File: src/flash_self_prog_pkg.sv
// Constants, types and register map for the flash self-programming controller.
// Assumes a word-addressed program flash and a classic Wishbone register bus.
package flash_self_prog_pkg;

  // ----------------------------------------------------------------------
  // Flash geometry
  // ----------------------------------------------------------------------
  localparam int FLASH_AW = 12;
  localparam logic [FLASH_AW-1:0] FLASH_TOP = 12'hFFF;
  localparam logic [FLASH_AW-1:0] APP_RESET_ADDR = 12'h000;
  // Fixed first word of the stalling section.
  localparam logic [FLASH_AW-1:0] STALL_BASE = 12'hC00;
  // Boot section sizes in words, selected by the boot size fuses.
  localparam logic [FLASH_AW-1:0] BOOT_WORDS_00 = 12'h400;
  localparam logic [FLASH_AW-1:0] BOOT_WORDS_01 = 12'h200;
  localparam logic [FLASH_AW-1:0] BOOT_WORDS_10 = 12'h100;
  localparam logic [FLASH_AW-1:0] BOOT_WORDS_11 = 12'h080;

  // ----------------------------------------------------------------------
  // Register map
  // ----------------------------------------------------------------------
  localparam int WB_AW = 8;
  localparam logic [WB_AW-1:0] FLASH_STORE_CTRL_STATUS_OFS = 8'h00;
  localparam logic [WB_AW-1:0] LOCK_BITS_OFS = 8'h04;
  localparam logic [WB_AW-1:0] SECTION_CFG_OFS = 8'h08;
  localparam logic [31:0] UNMAPPED_READ = 32'h0000_0000;

  // Control and status fields.
  localparam int CS_BUSY_BIT = 0;
  localparam int CS_ACTIVE_BIT = 1;
  localparam int CS_STALL_BIT = 2;
  localparam int CS_REJECT_BIT = 3;
  // Lock bits fields: application pair then boot pair.
  localparam int LK_APP_LSB = 0;
  localparam int LK_BOOT_LSB = 2;
  localparam logic [1:0] LOCK_PAIR_RESET = 2'h3;
  // Section configuration fields.
  localparam int CFG_BOOT_SIZE_FUSES_LSB = 0;
  localparam int CFG_VECT_BIT = 2;
  localparam int CFG_BOOT_START_LSB = 16;

  // Lock pair meaning: low bit 0 blocks stores, high bit 0 blocks loads.
  localparam int LOCK_STORE_BIT = 0;
  localparam int LOCK_LOAD_BIT = 1;

  // ----------------------------------------------------------------------
  // Carriers
  // ----------------------------------------------------------------------
  typedef struct packed {
    logic erase;
    logic [FLASH_AW-1:0] addr;
  } flash_cmd_s;

  typedef struct packed {
    logic [1:0] boot_pair;
    logic [1:0] app_pair;
  } lock_bits_s;

  typedef enum logic [1:0] {
    ST_IDLE,
    ST_CONC,
    ST_STALL
  } prog_state_e;

endpackage

File: src/boot_flash_self_program_control.sv
// Self-programming controller: gates flash stores by code location,
// runs page erase and write, and guards reads during programming.
// Assumes the flash macro and the core run on REF_CLK; fuses are static.
//
// Function
// - A flash store fetched from the application section is ignored.
// - Erase or write starts only for stores executed from the boot section.
// - A store from the boot section may target any flash page.
// - Programming the concurrent-read section keeps the CPU running.
// - Programming the stalling section halts the CPU throughout.
// - Concurrent-read section yields no valid code while programming.
// - Busy flag reads one while the concurrent-read section is blocked.
// - Section stays blocked after programming until software clears busy.
// - The boot section always lies inside the stalling section.
// - Boot boundary follows fuses; concurrent/stalling boundary is fixed.
// - Application and boot lock pairs are independent.
// - A fuse selects the reset vector target.
// - Application lock pair encodes four protection levels.
// - Boot lock pair encodes four protection levels.
// - Lock bits are only programmed by software; chip erase clears them.
// - Reset vector is 0x0000 when fuse is one, boot start when zero.
//
// Implementation choices: the register addresses and register access over Wishbone.
`timescale 1ns/100ps
module boot_flash_self_program_control
  import flash_self_prog_pkg::*;
(
  input wire logic REF_CLK,
  input wire logic NRST,
  input wire logic WB_CYC_I,
  input wire logic WB_STB_I,
  input wire logic WB_WE_I,
  input wire logic [WB_AW-1:0] WB_ADR_I,
  input wire logic [3:0] WB_SEL_I,
  input wire logic [31:0] WB_DAT_I,
  output logic [31:0] WB_DAT_O,
  output logic WB_ACK_O,
  input wire logic STORE_REQ,
  input wire logic [FLASH_AW-1:0] STORE_PC,
  input wire flash_cmd_s STORE_CMD,
  input wire logic LOAD_REQ,
  input wire logic [FLASH_AW-1:0] LOAD_PC,
  input wire logic [FLASH_AW-1:0] LOAD_ADDR,
  input wire logic [FLASH_AW-1:0] FETCH_ADDR,
  input wire logic [FLASH_AW-1:0] EXEC_PC,
  input wire logic VECTORS_IN_BOOT,
  input wire logic FLASH_DONE,
  input wire logic CHIP_ERASE,
  input wire logic [1:0] BOOT_SIZE_FUSES,
  input wire logic BOOT_VECTOR_FUSE,
  output flash_cmd_s FLASH_CMD,
  output logic FLASH_START,
  output logic CPU_STALL,
  output logic FETCH_INVALID,
  output logic LOAD_DENY,
  output logic IRQ_BLOCK,
  output logic STORE_REJECT,
  output logic [FLASH_AW-1:0] RESET_VECTOR
);

  // ----------------------------------------------------------------------
  // Fuse capture
  // ----------------------------------------------------------------------
  logic fuse_valid_r;
  logic [1:0] boot_size_fuses_r;
  logic vect_fuse_r;

  // Fuses are caught by the first clocked cycle after reset release.
  always_ff @(posedge REF_CLK) begin
    if (!NRST) begin
      fuse_valid_r <= 1'b0;
      boot_size_fuses_r <= 2'h0;
      vect_fuse_r <= 1'b1;
    end else if (!fuse_valid_r) begin
      fuse_valid_r <= 1'b1;
      boot_size_fuses_r <= BOOT_SIZE_FUSES;
      vect_fuse_r <= BOOT_VECTOR_FUSE;
    end
  end

  // ----------------------------------------------------------------------
  // Section decode
  // ----------------------------------------------------------------------
  logic [FLASH_AW-1:0] boot_words;
  logic [FLASH_AW-1:0] boot_start;
  logic [FLASH_AW-1:0] reset_vec_nxt;
  logic store_pc_boot;
  logic store_tgt_boot;
  logic store_tgt_stall;
  logic load_pc_boot;
  logic load_tgt_boot;
  logic load_tgt_conc;
  logic fetch_conc;
  logic exec_boot;

  assign boot_words = (boot_size_fuses_r == 2'h0) ? BOOT_WORDS_00 :
                      (boot_size_fuses_r == 2'h1) ? BOOT_WORDS_01 :
                      (boot_size_fuses_r == 2'h2) ? BOOT_WORDS_10 : BOOT_WORDS_11;
  // Boot start moves with the fuses; the largest size equals the stalling
  // section, so the boot section never reaches below the fixed boundary.
  assign boot_start = FLASH_TOP - boot_words + 12'h001;
  assign reset_vec_nxt = vect_fuse_r ? APP_RESET_ADDR : boot_start;

  assign store_pc_boot = (STORE_PC >= boot_start);
  assign store_tgt_boot = (STORE_CMD.addr >= boot_start);
  assign store_tgt_stall = (STORE_CMD.addr >= STALL_BASE);
  assign load_pc_boot = (LOAD_PC >= boot_start);
  assign load_tgt_boot = (LOAD_ADDR >= boot_start);
  assign load_tgt_conc = (LOAD_ADDR < STALL_BASE);
  assign fetch_conc = (FETCH_ADDR < STALL_BASE);
  assign exec_boot = (EXEC_PC >= boot_start);

  // ----------------------------------------------------------------------
  // Lock bits
  // ----------------------------------------------------------------------
  lock_bits_s lock_r;
  lock_bits_s lock_nxt;
  logic lock_wr;
  logic app_store_lock;
  logic app_load_lock;
  logic boot_store_lock;
  logic boot_load_lock;

  assign app_store_lock = !lock_r.app_pair[LOCK_STORE_BIT];
  assign app_load_lock = !lock_r.app_pair[LOCK_LOAD_BIT];
  assign boot_store_lock = !lock_r.boot_pair[LOCK_STORE_BIT];
  assign boot_load_lock = !lock_r.boot_pair[LOCK_LOAD_BIT];

  // Writes can only program bits to zero; each pair has its own field.
  assign lock_nxt.app_pair = lock_r.app_pair &
      WB_DAT_I[LK_APP_LSB +: 2];
  assign lock_nxt.boot_pair = lock_r.boot_pair &
      WB_DAT_I[LK_BOOT_LSB +: 2];

  always_ff @(posedge REF_CLK) begin
    if (!NRST) begin
      lock_r <= {LOCK_PAIR_RESET, LOCK_PAIR_RESET};
    end else if (CHIP_ERASE) begin
      lock_r <= {LOCK_PAIR_RESET, LOCK_PAIR_RESET};
    end else if (lock_wr) begin
      lock_r <= lock_nxt;
    end
  end

  // ----------------------------------------------------------------------
  // Store acceptance
  // ----------------------------------------------------------------------
  prog_state_e state_r;
  prog_state_e state_nxt;
  logic store_ok;
  logic store_locked;
  logic accept;
  logic reject;

  assign store_locked = store_tgt_boot ? boot_store_lock : app_store_lock;
  // Only boot-resident code may program; any page is a legal target.
  assign store_ok = store_pc_boot && !store_locked;
  assign accept = STORE_REQ && (state_r == ST_IDLE) && store_ok;
  assign reject = STORE_REQ && !accept;

  always_comb begin
    state_nxt = state_r;
    unique case (state_r)
      ST_IDLE: begin
        if (accept) begin
          state_nxt = store_tgt_stall ? ST_STALL : ST_CONC;
        end
      end
      ST_CONC: begin
        if (FLASH_DONE) begin
          state_nxt = ST_IDLE;
        end
      end
      ST_STALL: begin
        if (FLASH_DONE) begin
          state_nxt = ST_IDLE;
        end
      end
    endcase
  end

  always_ff @(posedge REF_CLK) begin
    if (!NRST) begin
      state_r <= ST_IDLE;
    end else begin
      state_r <= state_nxt;
    end
  end

  // ----------------------------------------------------------------------
  // Concurrent-section busy flag
  // ----------------------------------------------------------------------
  logic busy_r;
  logic busy_nxt;
  logic busy_set;
  logic busy_clr;
  logic cs_wr;

  assign busy_set = accept && !store_tgt_stall;
  // Clearing is refused while the operation is still running.
  assign busy_clr = cs_wr && WB_SEL_I[0] && WB_DAT_I[CS_BUSY_BIT] &&
                    (state_r != ST_CONC);
  // Set wins over a clear in the same cycle.
  assign busy_nxt = busy_set | (busy_r & !busy_clr);

  always_ff @(posedge REF_CLK) begin
    if (!NRST) begin
      busy_r <= 1'b0;
    end else begin
      busy_r <= busy_nxt;
    end
  end

  // ----------------------------------------------------------------------
  // Read guarding and interrupt masking
  // ----------------------------------------------------------------------
  logic conc_blocked;
  logic load_lock_hit;
  logic irq_block_nxt;

  assign conc_blocked = busy_r || (state_r == ST_CONC);
  // Boot-resident loads into the application, or application loads into
  // the boot section, follow the load-lock bit of the target pair.
  assign load_lock_hit = load_pc_boot ?
      (!load_tgt_boot && app_load_lock) :
      (load_tgt_boot && boot_load_lock);
  assign irq_block_nxt = VECTORS_IN_BOOT ?
      (!exec_boot && app_load_lock) :
      (exec_boot && boot_load_lock);

  // ----------------------------------------------------------------------
  // Wishbone slave
  // ----------------------------------------------------------------------
  logic wb_req;
  logic wb_wr;
  logic ack_nxt;
  logic [31:0] dat_o_nxt;
  logic sel_cs;
  logic sel_lock;
  logic sel_cfg;
  logic [31:0] rd_data;
  logic [31:0] cs_word;
  logic [31:0] lock_word;
  logic [31:0] cfg_word;

  assign wb_req = WB_CYC_I && WB_STB_I && !WB_ACK_O;
  // Writes land on the edge at which the master samples ack, while it still
  // holds address and data, so a write takes effect exactly once.
  assign wb_wr = WB_CYC_I && WB_STB_I && WB_WE_I && WB_ACK_O;
  // Register map: 0x00 control and status (bit 0 busy, write one to clear;
  // bit 1 active; bit 2 stall; bit 3 store reject), 0x04 lock pairs (a
  // write can only program bits to zero), 0x08 fuse and section view.
  assign sel_cs = (WB_ADR_I == FLASH_STORE_CTRL_STATUS_OFS);
  assign sel_lock = (WB_ADR_I == LOCK_BITS_OFS);
  assign sel_cfg = (WB_ADR_I == SECTION_CFG_OFS);
  assign cs_wr = wb_wr && sel_cs;
  assign lock_wr = wb_wr && sel_lock && WB_SEL_I[0];

  assign cs_word = {28'h0000000, STORE_REJECT, CPU_STALL,
                    (state_r != ST_IDLE), busy_r};
  assign lock_word = {28'h0000000, lock_r.boot_pair, lock_r.app_pair};
  assign cfg_word = {4'h0, boot_start, 13'h0000, vect_fuse_r, boot_size_fuses_r};
  assign rd_data = sel_cs ? cs_word :
                   sel_lock ? lock_word :
                   sel_cfg ? cfg_word : UNMAPPED_READ;
  assign ack_nxt = wb_req;
  assign dat_o_nxt = wb_req ? rd_data : 32'h0000_0000;

  always_ff @(posedge REF_CLK) begin
    if (!NRST) begin
      WB_ACK_O <= 1'b0;
      WB_DAT_O <= 32'h0000_0000;
    end else begin
      WB_ACK_O <= ack_nxt;
      WB_DAT_O <= dat_o_nxt;
    end
  end

  // ----------------------------------------------------------------------
  // Registered outputs
  // ----------------------------------------------------------------------
  logic cpu_stall_nxt;
  logic fetch_invalid_nxt;
  logic load_deny_nxt;
  logic store_reject_nxt;

  // The stall is held from acceptance through the done cycle.
  assign cpu_stall_nxt = (accept && store_tgt_stall) ||
                         (state_r == ST_STALL && !FLASH_DONE);
  assign fetch_invalid_nxt = fetch_conc && conc_blocked;
  assign load_deny_nxt = LOAD_REQ && ((load_tgt_conc && conc_blocked) ||
                                      load_lock_hit);
  // The reject flag keeps its value between store instructions.
  assign store_reject_nxt = STORE_REQ ? reject : STORE_REJECT;

  always_ff @(posedge REF_CLK) begin
    if (!NRST) begin
      FLASH_CMD <= '0;
      FLASH_START <= 1'b0;
    end else begin
      FLASH_START <= accept;
      if (accept) begin
        FLASH_CMD <= STORE_CMD;
      end
    end
  end

  always_ff @(posedge REF_CLK) begin
    if (!NRST) begin
      CPU_STALL <= 1'b0;
      STORE_REJECT <= 1'b0;
    end else begin
      CPU_STALL <= cpu_stall_nxt;
      STORE_REJECT <= store_reject_nxt;
    end
  end

  always_ff @(posedge REF_CLK) begin
    if (!NRST) begin
      FETCH_INVALID <= 1'b0;
      LOAD_DENY <= 1'b0;
      IRQ_BLOCK <= 1'b0;
    end else begin
      FETCH_INVALID <= fetch_invalid_nxt;
      LOAD_DENY <= load_deny_nxt;
      IRQ_BLOCK <= irq_block_nxt;
    end
  end

  always_ff @(posedge REF_CLK) begin
    if (!NRST) begin
      RESET_VECTOR <= APP_RESET_ADDR;
    end else begin
      RESET_VECTOR <= reset_vec_nxt;
    end
  end

endmodule

File: config.mk
export PLATFORM = sky130hd
export DESIGN_NAME = boot_flash_self_program_control
export DESIGN_NICKNAME = d
export VERILOG_FILES = /design/src/flash_self_prog_pkg.sv /design/src/boot_flash_self_program_control.sv
export SDC_FILE = /design/constraint.sdc
export NUM_CORES = 1
export LEC_CHECK = 0
export BUFFER_PORTS_ARGS = -buffer_cell sky130_fd_sc_hd__buf_2
export CAP_MARGIN = 40
export CORE_MARGIN = 2
export CORE_UTILIZATION = 35
export DETAILED_ROUTE_END_ITERATION = 8
export PLACE_DENSITY_LB_ADDON = 0.3
export SETUP_SLACK_MARGIN = 0.3
export SLEW_MARGIN = 20
export SYNTH_ARGS = -nofsm -noshare
export SYNTH_HDL_FRONTEND = slang
export SYNTH_SLANG_ARGS = --single-unit
export TNS_END_PERCENT = 10
File: constraint.sdc
create_clock -name REF_CLK -period 2.5 [get_ports REF_CLK]
set_input_delay 0.25 -clock REF_CLK [delete_from_list [all_inputs] [get_ports REF_CLK]]
set_output_delay 0.25 -clock REF_CLK [all_outputs]
set_load 0.03 [all_outputs]
==> metrics <==
Post-Synth Simple-Gate Area 0.152; Inserted Clock Buffers 5; Final Max Tran Viols 0; area grow syn2layout 26.4%; hold worst-path end FETCH_INVALID; RSZ-0062 raised after global routing true; Worst Skew 0.00621 ns; post-synthesis sequential area ratio 0.387; top cells by area, synth dfxtp_1 (39%), ha_1 (10%), buf_4 (9.7%), a21oi_1 (4.7%), o21ai_0 (4.3%); Initial Util 0.364; CP cell instances or2b_1, ha_1, a211o_1, o221ai_4, buf_4, a21o_4, o32a_1, nor2_1; GPL Wtd Cong 0.766; # IOs 194; mux cell area share after synthesis 0.0215; max_cap viols 0; TritonCTS clock tree done; Routed WL 5830 um; worst reg2reg path depth 8; DR vias 2106; first-pass GRT wire length 8960 um; Die Area 7310 um^2; Least-Margin Pin Slew 0.507 ns; PwrDens 597 nW/um^2; Setup Total Neg Slack 0 ns; outcome finished clean; crit path DAT 2.29 ns; average size of a mapped cell 8.81 um^2; PortBufs 94; Multi-input gate area 1250 um^2; core area 6390 um^2; largest net degree at the start of global routing 23; # H-tree levels 2; reg-to-reg startpoint boot_size_fuses_r[1]; Seq. cell area 906 um^2; Tmin final 2.10 ns; Fin. Hold Viols 0; CP Launch Type flop; Synth Warn # 0; Worst path max stage delay 0.40 ns; FF-to-FF setup slack 0.40 ns; # hold bufs at CTS 0; EDFF count, synth 0; Via density 4.74; count leader, synth dfxtp_1; worst r2r dst CPU_STALL; post-synth top area cell dfxtp_1; maximum vdd drop 276 uV; # setup viols final 0; Synth Area in Compound Gates 0.198; row count 29; Clock transition at path regs 0.09 ns; Netlist cell types 45; Netlist Area Pre-Place 2330 um^2; top cells by count, synth dfxtp_1 (45), buf_4 (30), nor2_1 (25), a21oi_1 (22), o21ai_0 (20); Worst Hold Depth 2; largest family of logic cells by synthesized area compound AO/OA/AOI/OAI gates; cell at the slowest stage of the critical path dfxtp_4; min-delay worst type in -> reg; layout cells sized above 1 0.341; fill count 664; Synth Register Bits 45; post-synth top area share 0.387; die height 85.5 um; Tot GR Track Use 0.155; initial antenna violation count 0; asr flop ratio synth 0; f_max 0.477 GHz; DP Area 2770 um^2; required time worst endpoint 2.70 ns; Iter 0 DRT Violations 105; Max Root-Sink Buffers 2; relative slew slack 0.653; die width 85.5 um; Post-Synth XOR/XNOR Area 0; Main synth FF type dfxtp_1; WL/cell 13.1 um; antenna cells 0; crit-path max FO 15; Mapped Cells 264; nets@finish 515; Remaining Overflow, GRT 0; period utilization 0.839; worst skew pair latency 0.30 ns; CP Launch Point boot_size_fuses_r[1]; hold path start FETCH_ADDR[10]; dpl hpwl 4470 um; total iterations of the first detailed-routing run 4; vias in the first global route 1895; residual DRC count 0; CTS sink count 45; critical path class reg -> reg; post-route design area 2940 um^2; LEAKAGE 1.43 nW; Worst setup EP type flop; adder-cell share of the synthesized area 0.102; Antenna Nets Post-Route 0; clock root buffer clkbuf_8
## per-layer routing
| layer | share of wire | global-route usage | routed length, um |
|---|---|---|---|
| met1 | 0.44 | 0.194 | 2570 |
| met2 | 0.47 | 0.263 | 2710 |
| met3 | 0.078 | 0.0375 | 455 |
| met4 | 0.015 | 0.0491 | 87 |
| met5 | 0 | 0 | 0 |
## critical path, delay by kind of cell (launching register included)
family,cells,cell delay (ns)
fa+ha+maj,1,0.19
compound gates,4,0.95
simple gates,2,0.28
flops,1,0.40
buf+inv,1,0.17
## what timing repair did
action                                 in CTS  in global routing
setup buffers                               2                  2
setup endpoints to repair                  19                 21
pin swaps                                   1                  4
resized for setup                           0                 14
endpoints found under the hold margin       0                  0
## cell families after synthesis
family                     count (synthesis)
AOI/OAI and AO/OA                         72
and+or+nand+nor                           72
buffers and inverters                     50
DFF                                       45
adders and majority gates                 19
muxes                                      5
other                                      1
## power breakdown
| part | internal [mW] | total (mW) | switching, mW | leakage, nW |
|---|---|---|---|---|
| sequential | 0.753 | 0.773 | 0.0196 | 0.366 |
| combinational | 0.182 | 0.510 | 0.328 | 1.02 |
| clock | 0.204 | 0.473 | 0.269 | 0.0452 |
| total | 1.14 | 1.76 | 0.616 | 1.43 |
## worst max path at each step
stage	slack, ns	to
floorplan	0.44	FLASH_CMD[11]
global placement	0.19	busy_r
detailed placement	0.15	busy_r
CTS	0.20	busy_r
global route	0.28	state_r[0]
finish	0.40	CPU_STALL
## flip-flops by register name, indices dropped and copies added, names as in the netlist
signal and flops:
fuse_valid_r 1, FLASH_START 1, lock_r 4, STORE_REJECT 1, FLASH_CMD 13, RESET_VECTOR 5
busy_r 1, boot_size_fuses_r 2, WB_ACK_O 1, LOAD_DENY 1, CPU_STALL 1, state_r 2
vect_fuse_r 1, FETCH_INVALID 1, WB_DAT_O 9, IRQ_BLOCK 1
## cell usage in the layout (no fill, tap or decap), types with 5 or more instances in the layout
| master | n |
|---|---|
| dfxtp_1 | 43 |
| o21a_1 | 7 |
| a21oi_1 | 21 |
| conb_1 | 30 |
| nand2_1 | 10 |
| buf_2 | 94 |
| clkbuf_8 | 5 |
| nor2_1 | 24 |
| inv_1 | 13 |
| mux2i_1 | 5 |
| nand3_1 | 17 |
| ha_1 | 19 |
| o21ai_1 | 10 |
| o21ai_0 | 16 |
| buf_4 | 8 |
## stage by stage
step           power, mW  hold slack (ns)  utilization  setup slack (ns)  cells
2_1_floorplan       1.16            0.278            -             0.441    293
3_3_place_gp        1.26            0.445        0.434             0.191    432
3_5_place_dp        1.27            0.449        0.434             0.148    432
4_1_cts             1.74            0.125        0.451             0.201    442
5_1_grt             1.86            0.128        0.460             0.284    444
6_report            1.76            0.131        0.460             0.404    444
## final cells by class
type,count,area share
inverters,13,0.0166
well taps,77,0.0328
clock inverters,3,0.00851
multi-input cells,198,0.426
clock buffers,5,0.0234
repair buffers,103,0.184
flip-flops and latches,45,0.308
Power figures use the tool's default switching activity.
